`config.mk`:
```
export PLATFORM = sky130hd
export DESIGN_NAME = fre_counter
export DESIGN_NICKNAME = d
export VERILOG_FILES = /design/src/rtl/fre_pkg.sv /design/src/rtl/fre_counter.sv
export SDC_FILE = /design/constraint.sdc
export NUM_CORES = 1
export LEC_CHECK = 0
export BUFFER_PORTS_ARGS = -buffer_cell sky130_fd_sc_hd__buf_2
export CAP_MARGIN = 10
export CORE_MARGIN = 1.5
export CORE_UTILIZATION = 56
export CTS_CLUSTER_DIAMETER = 150
export DETAILED_ROUTE_END_ITERATION = 12
export GPL_TIMING_DRIVEN = 0
export PLACE_DENSITY = 0.86
export SYNTH_ARGS = -nofsm -noshare
export SYNTH_HDL_FRONTEND = slang
export SYNTH_SLANG_ARGS = --single-unit
```
`constraint.sdc`:
```
create_clock -name pclk -period 6.1 [get_ports pclk]
set_input_delay 0.915 -clock pclk [delete_from_list [all_inputs] [get_ports pclk]]
set_output_delay 0.915 -clock pclk [all_outputs]
set_load 0.005 [all_outputs]
```
`src/rtl/fre_pkg.sv`:
```
// package for the frontend and retire event counting block
package fre_pkg;
  // event select codes
  localparam logic [11:0] FRE_EV_FETCH_WIN = 12'h080;
  localparam logic [11:0] FRE_EV_FETCH_MISS = 12'h081;
  localparam logic [11:0] FRE_EV_REFILL_L2 = 12'h082;
  localparam logic [11:0] FRE_EV_REFILL_SYS = 12'h083;
  localparam logic [11:0] FRE_EV_ITR_L1MISS = 12'h084;
  localparam logic [11:0] FRE_EV_ITR_L2MISS = 12'h085;
  localparam logic [11:0] FRE_EV_STALL = 12'h087;
  localparam logic [11:0] FRE_EV_BTB1 = 12'h08A;
  localparam logic [11:0] FRE_EV_BTB2 = 12'h08B;
  localparam logic [11:0] FRE_EV_INVAL = 12'h08C;
  localparam logic [11:0] FRE_EV_RELOAD = 12'h099;
  localparam logic [11:0] FRE_EV_SWITCH = 12'h28A;
  localparam logic [11:0] FRE_EV_TOKEN = 12'h0AF;
  localparam logic [11:0] FRE_EV_RET_INSTR = 12'h0C0;
  localparam logic [11:0] FRE_EV_RET_UOPS = 12'h0C1;
  localparam logic [11:0] FRE_EV_RET_BRN = 12'h0C2;
  localparam logic [11:0] FRE_EV_RET_MISP = 12'h0C3;
  localparam logic [11:0] FRE_EV_RET_TKN = 12'h0C4;
  localparam logic [11:0] FRE_EV_RET_TKN_MISP = 12'h0C5;
  localparam logic [11:0] FRE_EV_RET_FAR = 12'h0C6;
  localparam logic [11:0] FRE_EV_RESYNC = 12'h0C7;
  localparam logic [11:0] FRE_EV_NEAR_RET = 12'h0C8;
  localparam logic [11:0] FRE_EV_NEAR_MISP = 12'h0C9;
  localparam logic [11:0] FRE_EV_IND_MISP = 12'h0CA;
  localparam logic [11:0] FRE_EV_MEDIA = 12'h0CB;
  localparam logic [11:0] FRE_EV_COND = 12'h0D1;
  localparam logic [11:0] FRE_EV_DIV_BUSY = 12'h0D3;
  localparam logic [11:0] FRE_EV_DIV_CNT = 12'h0D4;
  localparam logic [11:0] FRE_EV_SAMPLE = 12'h1CF;
  localparam logic [11:0] FRE_EV_FUSED = 12'h1D0;
  // register byte addresses
  localparam logic [7:0] FRE_ADDR_SELECT = 8'h00;
  localparam logic [7:0] FRE_ADDR_COUNT = 8'h04;
  localparam logic [7:0] FRE_ADDR_STATUS = 8'h08;
  // select register fields
  localparam int FRE_SEL_CODE_LSB = 0;
  localparam int FRE_SEL_MASK_LSB = 12;
  localparam int FRE_SEL_EN_BIT = 20;
  localparam logic [31:0] FRE_SEL_RESET = 32'h0000_0000;
  localparam logic [31:0] FRE_SEL_WMASK = 32'h001F_FFFF;
  localparam logic [31:0] FRE_CNT_RESET = 32'h0000_0000;
  // per-cycle increment limits
  localparam logic [2:0] FRE_UOPS_MAX = 3'h4;
  localparam logic [2:0] FRE_FUSED_MAX = 3'h3;
endpackage

```
`src/rtl/fre_counter.sv`:
```
// event selection, unit-mask summing and apb-visible counter
//
// Implementation choices: the placing of the registers and the APB interface to the registers.
`timescale 1ns/100ps
module fre_counter
  import fre_pkg::*;
(
  input wire logic pclk,
  input wire logic presetn,
  input wire logic psel,
  input wire logic penable,
  input wire logic pwrite,
  input wire logic [7:0] paddr,
  input wire logic [31:0] pwdata,
  input wire logic [3:0] pstrb,
  output logic [31:0] prdata,
  output logic pready,
  output logic pslverr,
  input wire logic fetch_window_delivered,
  input wire logic fetch_window_tag_miss,
  input wire logic icache_refill_from_l2,
  input wire logic icache_refill_from_system,
  input wire logic itrans_first_miss_second_hit,
  input wire logic itrans_both_levels_miss,
  input wire logic stall_any_cause,
  input wire logic stall_decode_queue_empty,
  input wire logic stall_back_pressure,
  input wire logic first_target_buffer_correction,
  input wire logic second_target_buffer_correction,
  input wire logic inval_by_probe,
  input wire logic inval_by_overwriting_fill,
  input wire logic itrans_reload_request,
  input wire logic opcache_to_icache_switch,
  input wire logic icache_to_opcache_switch,
  input wire logic dispatch_group_valid,
  input wire logic retire_token_short,
  input wire logic addrgen_queue_token_short,
  input wire logic alu_total_token_short,
  input wire logic alu_queues_combined_short,
  input wire logic alu_queue_three_short,
  input wire logic alu_queue_two_short,
  input wire logic alu_queue_one_short,
  input wire logic [2:0] retired_instructions,
  input wire logic [2:0] retired_micro_ops,
  input wire logic retired_branches,
  input wire logic retired_branches_mispredicted,
  input wire logic retired_taken_branches,
  input wire logic retired_taken_mispredicted,
  input wire logic retired_far_transfers,
  input wire logic retired_resync_restarts,
  input wire logic retired_near_returns,
  input wire logic near_return_mispredicted,
  input wire logic indirect_branch_mispredicted,
  input wire logic streaming_vector_class,
  input wire logic packed_integer_class,
  input wire logic legacy_stack_float_class,
  input wire logic retired_conditional_branches,
  input wire logic divider_busy_cycles,
  input wire logic divide_op_count,
  input wire logic sample_tagged_ops,
  input wire logic sample_tagged_retired,
  input wire logic sample_tag_blocked,
  input wire logic [1:0] retired_fused_branches,
  output logic [31:0] event_count,
  output logic count_overflow
);

  logic [31:0] select_reg;
  logic [31:0] count_reg;
  logic [31:0] count_next;
  logic overflow_reg;
  logic [3:0] inc_now;
  logic [2:0] uops_sat;
  logic [1:0] fused_sat;
  logic [11:0] sel_code;
  logic [7:0] sel_mask;
  logic sel_enable;
  logic wr_en;
  logic rd_en;
  logic addr_hit;

  // one-bit sub-event folded into the increment width
  function automatic logic [3:0] fre_bit(input logic b);
    return {3'h0, b};
  endfunction

  // masked sum of up to seven single-bit sub-events
  function automatic logic [3:0] fre_masked(input logic [6:0] ev, input logic [6:0] m);
    logic [3:0] s;
    s = 4'h0;
    for (int i = 0; i < 7; i++) begin
      s = s + fre_bit(ev[i] & m[i]);
    end
    return s;
  endfunction

  assign sel_code = select_reg[FRE_SEL_CODE_LSB +: 12];
  assign sel_mask = select_reg[FRE_SEL_MASK_LSB +: 8];
  assign sel_enable = select_reg[FRE_SEL_EN_BIT];

  // clamp the micro-op and fused-branch counts to their documented per-cycle ceiling; retired instructions pass unclamped
  assign uops_sat = (retired_micro_ops > FRE_UOPS_MAX) ? FRE_UOPS_MAX : retired_micro_ops;
  assign fused_sat = ({1'b0, retired_fused_branches} > FRE_FUSED_MAX) ?
                     FRE_FUSED_MAX[1:0] : retired_fused_branches;

  // event mux; inputs are raw speculative pulses, nothing filtered at retire
  always_comb begin
    inc_now = 4'h0;
    unique case (sel_code)
      FRE_EV_FETCH_WIN: inc_now = fre_bit(fetch_window_delivered);
      FRE_EV_FETCH_MISS: inc_now = fre_bit(fetch_window_tag_miss);
      FRE_EV_REFILL_L2: inc_now = fre_bit(icache_refill_from_l2);
      FRE_EV_REFILL_SYS: inc_now = fre_bit(icache_refill_from_system);
      FRE_EV_ITR_L1MISS: inc_now = fre_bit(itrans_first_miss_second_hit);
      FRE_EV_ITR_L2MISS: inc_now = fre_bit(itrans_both_levels_miss);
      FRE_EV_STALL: inc_now = fre_masked({4'h0, stall_any_cause,
          stall_decode_queue_empty, stall_back_pressure}, sel_mask[6:0]);
      FRE_EV_BTB1: inc_now = fre_bit(first_target_buffer_correction);
      FRE_EV_BTB2: inc_now = fre_bit(second_target_buffer_correction);
      FRE_EV_INVAL: inc_now = fre_masked({5'h00, inval_by_probe,
          inval_by_overwriting_fill}, sel_mask[6:0]);
      FRE_EV_RELOAD: inc_now = fre_bit(itrans_reload_request);
      FRE_EV_SWITCH: inc_now = fre_masked({5'h00, opcache_to_icache_switch,
          icache_to_opcache_switch}, sel_mask[6:0]);
      // token causes only count while a group is actually waiting
      FRE_EV_TOKEN: inc_now = dispatch_group_valid ? fre_masked({retire_token_short,
          addrgen_queue_token_short, alu_total_token_short, alu_queues_combined_short,
          alu_queue_three_short, alu_queue_two_short, alu_queue_one_short},
          sel_mask[6:0]) : 4'h0;
      FRE_EV_RET_INSTR: inc_now = {1'b0, retired_instructions};
      FRE_EV_RET_UOPS: inc_now = {1'b0, uops_sat};
      FRE_EV_RET_BRN: inc_now = fre_bit(retired_branches);
      FRE_EV_RET_MISP: inc_now = fre_bit(retired_branches_mispredicted);
      FRE_EV_RET_TKN: inc_now = fre_bit(retired_taken_branches);
      FRE_EV_RET_TKN_MISP: inc_now = fre_bit(retired_taken_mispredicted);
      FRE_EV_RET_FAR: inc_now = fre_bit(retired_far_transfers);
      FRE_EV_RESYNC: inc_now = fre_bit(retired_resync_restarts);
      FRE_EV_NEAR_RET: inc_now = fre_bit(retired_near_returns);
      FRE_EV_NEAR_MISP: inc_now = fre_bit(near_return_mispredicted);
      FRE_EV_IND_MISP: inc_now = fre_bit(indirect_branch_mispredicted);
      FRE_EV_MEDIA: inc_now = fre_masked({4'h0, streaming_vector_class,
          packed_integer_class, legacy_stack_float_class}, sel_mask[6:0]);
      FRE_EV_COND: inc_now = fre_bit(retired_conditional_branches);
      FRE_EV_DIV_BUSY: inc_now = fre_bit(divider_busy_cycles);
      FRE_EV_DIV_CNT: inc_now = fre_bit(divide_op_count);
      FRE_EV_SAMPLE: inc_now = fre_masked({4'h0, sample_tag_blocked,
          sample_tagged_retired, sample_tagged_ops}, sel_mask[6:0]);
      FRE_EV_FUSED: inc_now = {2'h0, fused_sat};
      default: inc_now = 4'h0;
    endcase
  end

  // apb decode; zero-wait slave, every access completes in its access phase
  assign wr_en = psel & penable & pwrite;
  assign rd_en = psel & penable & ~pwrite;
  assign addr_hit = (paddr == FRE_ADDR_SELECT) || (paddr == FRE_ADDR_COUNT) ||
                    (paddr == FRE_ADDR_STATUS);
  assign pready = 1'b1;
  assign pslverr = psel & penable & ~addr_hit;

  // select register, byte lanes honoured; reserved bits stay zero
  always_ff @(posedge pclk or negedge presetn) begin
    if (!presetn) begin
      select_reg <= FRE_SEL_RESET;
    end else if (wr_en && paddr == FRE_ADDR_SELECT) begin
      for (int b = 0; b < 4; b++) begin
        if (pstrb[b]) begin
          select_reg[b*8 +: 8] <= pwdata[b*8 +: 8] & FRE_SEL_WMASK[b*8 +: 8];
        end
      end
    end
  end

  // a software write wins over the increment in the same cycle
  always_comb begin
    count_next = count_reg;
    if (wr_en && paddr == FRE_ADDR_COUNT) begin
      for (int b = 0; b < 4; b++) begin
        if (pstrb[b]) begin
          count_next[b*8 +: 8] = pwdata[b*8 +: 8];
        end
      end
    end else if (sel_enable) begin
      count_next = count_reg + {28'h0, inc_now};
    end
  end

  always_ff @(posedge pclk or negedge presetn) begin
    if (!presetn) begin
      count_reg <= FRE_CNT_RESET;
    end else begin
      count_reg <= count_next;
    end
  end

  // sticky wrap flag; a wrap in the clearing cycle keeps it set
  always_ff @(posedge pclk or negedge presetn) begin
    if (!presetn) begin
      overflow_reg <= 1'b0;
    end else if (sel_enable && !(wr_en && paddr == FRE_ADDR_COUNT) &&
                 ({1'b0, count_reg} + {29'h0, inc_now} > 33'h0_FFFF_FFFF)) begin
      overflow_reg <= 1'b1;
    end else if (wr_en && paddr == FRE_ADDR_STATUS && pstrb[0] && pwdata[0]) begin
      overflow_reg <= 1'b0;
    end
  end

  // read data registered on the setup phase so it is valid in access
  always_ff @(posedge pclk or negedge presetn) begin
    if (!presetn) begin
      prdata <= 32'h0000_0000;
    end else if (psel && !penable && !pwrite) begin
      unique case (paddr)
        FRE_ADDR_SELECT: prdata <= select_reg;
        FRE_ADDR_COUNT: prdata <= count_reg;
        FRE_ADDR_STATUS: prdata <= {31'h0, overflow_reg};
        default: prdata <= 32'h0000_0000;
      endcase
    end
  end

  assign event_count = count_reg;
  assign count_overflow = overflow_reg;

  // micro-op increment never exceeds four
  a_uops_bound: assert property (@(posedge pclk) disable iff (!presetn)
    (sel_enable && sel_code == FRE_EV_RET_UOPS && !wr_en) |=>
    (count_reg - $past(count_reg) <= 32'h4))
    else $error("micro-op increment above four");

  // fused branches add at most three
  a_fused_bound: assert property (@(posedge pclk) disable iff (!presetn)
    (sel_enable && sel_code == FRE_EV_FUSED && !wr_en) |=>
    (count_reg - $past(count_reg) <= 32'h3))
    else $error("fused increment above three");

  // all-zero mask on the stall event leaves the count still
  a_zero_mask: assert property (@(posedge pclk) disable iff (!presetn)
    (sel_code == FRE_EV_STALL && sel_mask == 8'h00 && !wr_en) |=>
    (count_reg == $past(count_reg)))
    else $error("zero mask still counted");

  // fetch window pulse adds exactly one
  a_fetch_win: assert property (@(posedge pclk) disable iff (!presetn)
    (sel_enable && sel_code == FRE_EV_FETCH_WIN && fetch_window_delivered && !wr_en) |=>
    (count_reg == $past(count_reg) + 32'h1))
    else $error("fetch window not counted");

  // stall with both top causes enabled adds two
  a_stall_two: assert property (@(posedge pclk) disable iff (!presetn)
    (sel_enable && sel_code == FRE_EV_STALL && sel_mask[2:0] == 3'h6 &&
     stall_any_cause && stall_decode_queue_empty && !wr_en) |=>
    (count_reg == $past(count_reg) + 32'h2))
    else $error("stall causes not summed");

  // no token stall counted without a valid group
  a_token_gate: assert property (@(posedge pclk) disable iff (!presetn)
    (sel_code == FRE_EV_TOKEN && !dispatch_group_valid && !wr_en) |=>
    $stable(count_reg))
    else $error("token stall counted without group");

  // probe invalidation counted only with its mask bit
  a_inval_probe: assert property (@(posedge pclk) disable iff (!presetn)
    (sel_enable && sel_code == FRE_EV_INVAL && sel_mask[1:0] == 2'h2 && inval_by_probe &&
     !wr_en) |=> (count_reg == $past(count_reg) + 32'h1))
    else $error("probe invalidation missed");

  // taken mispredict adds one
  a_taken_misp: assert property (@(posedge pclk) disable iff (!presetn)
    (sel_enable && sel_code == FRE_EV_RET_TKN_MISP && retired_taken_mispredicted && !wr_en)
    |=> (count_reg == $past(count_reg) + 32'h1))
    else $error("taken mispredict missed");

endmodule

```
* Word level (Yosys, flattened, before mapping)
Cells that the tools add are included.
Storage, ports and cells: register bits 86, input port bits 99, output and inout bits 67
Operators by class: $add $sub $neg 16, $lt $le $gt $ge 2, equal/unequal tests 36, multiplexer cells 12, bitwise operators 24, reduce and logical (&&, ||, !) cells 24
Operators with widths (count):
- $eq A12 B8 Y1 const B | 27
- $pmux W4 S30 | 1
- $pmux W32 S3 | 1
- $mux W32 | 2
- $add A32 B4 Y33 | 1
- $gt A33 B32 Y1 const B | 1
- $add A32 B4 Y32 | 1
- $mux W8 | 4
- $eq A12 B9 Y1 const B | 2
- $and A1 B1 Y1 | 23
- $reduce_and A2 Y1 | 7
- $add A1 B1 Y2 | 6
- $add A2 B1 Y3 | 4
- $add A4 B1 Y4 | 3
- $eq A12 B10 Y1 const B | 1
- $logic_and A1 B1 Y1 | 9
- $eq A8 B3 Y1 const B | 1
- $eq A8 B4 Y1 const B | 1
- $logic_not A8 Y1 | 1
- $ne A2 B2 Y1 const B | 4
- $add A3 B1 Y4 | 1
- $mux W4 | 1
- $reduce_bool A2 Y1 | 2
- $gt A3 B3 Y1 const B | 1
- other kinds (5) | 9

* Logic depth before layout (Yosys ltp)
depth in word-level cells 13, depth in mapped cells 15, mapped depth without buffers 15

* Worst setup path before layout
OpenSTA, ideal clock, no wires.
kind input-to-reg, from input port alu_queue_one_short, to register count_reg[4], in the netlist event_count[4], arrival time 4541 ps, path slack 1436 ps, stages 15, buffers on the path 0, cell sequence nand2_1 > fa_1 > inv_1 > fa_1 > fa_1 > a22o_1 > nor4b_1 > o2111ai_1 > ha_1 > fa_1 > a21oi_1 > nor2_1 > a21oi_1 > nor2_1 > o221a_2
On the way: longest elaborated chain between the ends 12
Ends and longest elaborated chain:
- from (decl) | RTL line fre_counter.sv:42 | input wire logic alu_queue_one_short,
- $and A1 B1 Y1 | RTL line fre_counter.sv:92 | s = s + fre_bit(ev[i] & m[i]);
- $add A1 B1 Y2 | RTL line fre_counter.sv:92
- $add A2 B1 Y3 | RTL line fre_counter.sv:92
- $add A3 B1 Y4 | RTL line fre_counter.sv:92
- $add A4 B1 Y4 (3 in a row) | RTL line fre_counter.sv:92
- $mux W4 | RTL line fre_counter.sv:126 | FRE_EV_TOKEN: inc_now = dispatch_group_valid ? fre_masked({retire_token_short,
- $pmux W4 S30 | RTL line fre_counter.sv:109 | unique case (sel_code)
- $add A32 B4 Y32 | RTL line fre_counter.sv:184 | count_next = count_reg + {28'h0, inc_now};
- $mux W32 | RTL line fre_counter.sv:183 | end else if (sel_enable) begin
- $mux W32 | RTL line fre_counter.sv:177 | if (wr_en && paddr == FRE_ADDR_COUNT) begin
- to (signal assigned) | RTL line fre_counter.sv:192 | count_reg <= count_next;
- to (decl) | RTL line fre_counter.sv:69 | logic [31:0] count_reg;
Every way passes these cells. The select of a mux whose other input is x is not followed. A chain may end at the register's enable or synchronous reset.

* Worst setup path after layout
Same ends and word-level chain as after synthesis.

==> metrics.txt <==
result of the run=finished clean; Slew headroom=a little under a third; H-tree depth=3; gate count after technology mapping=600; core region area=between 9000 and 10,000 µm²; number of core rows=35; proportion of synthesized chip area in sequential cells=approximately 39%; fmax=~0.20 GHz; initial core utilization=approximately three fifths; clock-pin slew on the worst setup and hold paths=about 80 ps; HP Class=in2async; setup TNS=0 ps; highest ir drop seen on vdd=between 0.1 and 0.15 mV; area leader, netlist=sky130_fd_sc_hd__dfrtp_1; Post-Route WL=between 15 and 20 mm; type of the worst setup path=in2reg; Tmin final=~5000 ps; final count of negative-setup-slack endpoints=0; width of the die=102 µm; termination of the worst setup path=event_count[4]; cts repair resizes=0; routed vias/inst=between 6 and 7; number of global-route vias before repair=between 5,000 and 6,000; area of the multi-input gates=between 3000 and 4000 µm²; Crit Reg-Reg Startpoint=select_reg[12]; global-route wire length before repair=between 20 and 30 mm; Port Buf Inserts=~160; detailed placement HPWL=13.7 mm; y dimension of the die=102 µm; cells traversed along the worst timing path=buf_2, nand2_1, fa_1, inv_1, fa_1, fa_1, a22o_1, nor4b_1, o2111ai_1, ha_1, fa_1, a21oi_1, nor2_1, a21oi_1, nor2_1, o221a_2; Async S/R FF share, synth=100%; Critical-path top delay cell=sky130_fd_sc_hd__fa_1; fill count=between 700 and 800; post-detailed-route DRC marker count=0; Worst path max stage delay=roughly 540 ps; number of DRC markers after the initial detailed-route iteration=roughly 570; total CTS buffers=9; number of register bits inferred by synthesis=86; flop-to-flop setup slack=1040 ps; number of nets at the end of the flow=887; reg2reg path depth=15; critical path depth=16; Antenna Diode Count=0; first drt pass iteration count=6; clock root buffer=sky130_fd_sc_hd__clkbuf_8; final non-filler cell total=slightly above 900; max-slew violation total from the final report=0; number of nets produced by synthesis=between 700 and 800; setup repair after global routing missed its margin=no; Worst Setup Start Kind=input pin; most instantiated flip-flop cell in the synthesis netlist=sky130_fd_sc_hd__dfrtp_1; leading cell type in the layout, fill and taps excluded=sky130_fd_sc_hd__buf_2; number of setup buffers added after CTS=0; top-level port count=between 150 and 200; power density normalized to cell area=173 nW/µm²; Hold Fails Final Rpt=0; number of antenna violations at the first check in global routing=0; main area contributors after synthesis=sky130_fd_sc_hd__dfrtp_1, sky130_fd_sc_hd__nand2_1, sky130_fd_sc_hd__mux2_2, sky130_fd_sc_hd__o21ai_0, sky130_fd_sc_hd__a22oi_1; yosys warns=0; Syn Area/Cell=9.12 µm²; portion of synthesized cell area occupied by the leading cell type=39.3%; library cell appearing most often on the critical path=sky130_fd_sc_hd__fa_1; timing startpoint of the critical path=alu_queue_one_short; required arrival time at the worst endpoint=~6400 ps; endpoint of the lowest-slack register-to-register path=event_count[4]; detail-routed net length per standard cell=19.8 µm; arrival time of the worst setup path=between 5000 and 6000 ps; total global routing track utilization=36.0%; max_cap viols=0; total area of sequential cells=~2200 µm²; hold buffer count at CTS=0; placed cell count=893; clock tree from TritonCTS=built; area of the mapped netlist=about 5500 µm²; transition at the pin with the smallest max-transition slack=1030 ps; Worst Path Buf+Inv=2; Setup crit end kind=flop; total global routing overflow=0; worst skew pair latency=between 300 and 400 ps; most frequent cells in the layout=sky130_fd_sc_hd__buf_2, sky130_fd_sc_hd__dfrtp_1, sky130_fd_sc_hd__nand2_1, sky130_fd_sc_hd__o21ai_0, sky130_fd_sc_hd__a21oi_1; Final Skew=9.46 ps; global placer's final weighted congestion=~1.0; fraction of layout instances using a drive strength above 1=a little under a third; Clock Sinks=86; Final ANT Viol Nets=0; number of flops mapped to enable cells by yosys=0; Post-Route Utilization=between 70% and 80%; Layout Area Growth over Synthesis=22.9%; Yosys cell types=73; die outline area=10,400 µm²; maximum number of pins on one net before global-route repair=57; vias after detailed routing=5,798; Tcrit/Tclk final=between 80% and 90%; Clock Path Buffers=2; top cell family by delay on the critical path=adder cells; Lkg Pwr=3.14 nW; highest fanout seen on the critical path=6
-- worst register-to-register path: stages (launching register included) --
cell,delay [ps]
sky130_fd_sc_hd__dfrtp_1,490
sky130_fd_sc_hd__nand2_1,120
sky130_fd_sc_hd__fa_1,540
sky130_fd_sc_hd__inv_1,60
sky130_fd_sc_hd__fa_1,500
sky130_fd_sc_hd__fa_1,480
sky130_fd_sc_hd__a22o_1,210
sky130_fd_sc_hd__nor4b_1,530
sky130_fd_sc_hd__o2111ai_1,280
sky130_fd_sc_hd__ha_1,290
sky130_fd_sc_hd__fa_1,420
sky130_fd_sc_hd__a21oi_1,320
sky130_fd_sc_hd__nor2_1,200
sky130_fd_sc_hd__a21oi_1,190
sky130_fd_sc_hd__nor2_1,60
sky130_fd_sc_hd__o221a_2,250
-- worst min path at each step --
stage,start,slack (ps),depth (start not counted),endpoint
floorplan,prdata[0],470,2,prdata[0]
finish,presetn,470,1,prdata[17]
global route,presetn,500,1,event_count[16]
CTS,presetn,480,1,event_count[16]
global placement,prdata[31],460,2,prdata[31]
detailed placement,prdata[5],470,2,prdata[5]
-- synthesized netlist by cell type (all sizes together), types with 9 or more instances --
cell and number:
and3 11, nand4 14, and2 19, nand2 83, o21ai 44, nand3 24, dfrtp 86, inv 17
mux2 25, nor2 26, a21oi 28, clkbuf 30, o22ai 9, a22oi 22, nor4 12
-- final cells by class --
cell class,count,share of cell area (%)
Multi-Input combinational cell,463,46.0
Sequential cell,86,32.0
Clock buffer,10,2.05
Timing Repair Buffer,164,12.6
Buffer,34,2.46
Tap cell,129,2.40
Clock inverter,5,1.60
Inverter,17,0.949
-- metrics by stage --
stage          power [W]  setup slack, ps  hold slack, ps  instance area (µm²)
5_1_grt          0.00120              843             497                 6730
3_5_place_dp    0.000679              681             466                 6480
4_1_cts          0.00117             1060             479                 6730
3_3_place_gp    0.000675              619             457                 6450
6_report         0.00116              974             473                 6730
2_1_floorplan   0.000616             1440             473                 5470
-- report_power, final --
part | total (W) | internal (W) | leakage, nW | switching, W
Sequential | 0.000582 | 0.000574 | 1.17 | 0.00000777
Clock | 0.000494 | 0.000282 | 0.123 | 0.000211
Combinational | 0.0000875 | 0.0000402 | 1.84 | 0.0000473
-- per-layer routing --
layer | vias to the layer above | global-route usage [%] | wire length, µm
met3 | 44 | 8.48 | 1990
met2 | 378 | 53.9 | 8040
met5 | - | 0 | 0
li1 | 2587 | - | -
met1 | 2789 | 52.5 | 7600
met4 | 0 | 10.1 | 314
-- kinds of logic after synthesis --
kind of cell	Yosys count	share of synthesized area, %
AND/OR/NAND/NOR	249	25.1
AO/OA/AOI/OAI	165	20.4
flip-flops	86	39.3
buffers and inverters	51	4.18
multiplexers	32	6.42
adder cells (fa/ha/maj)	13	4.07
XOR/XNOR	3	0.480
other	1	0.0685
Power figures use the tool's default switching activity.
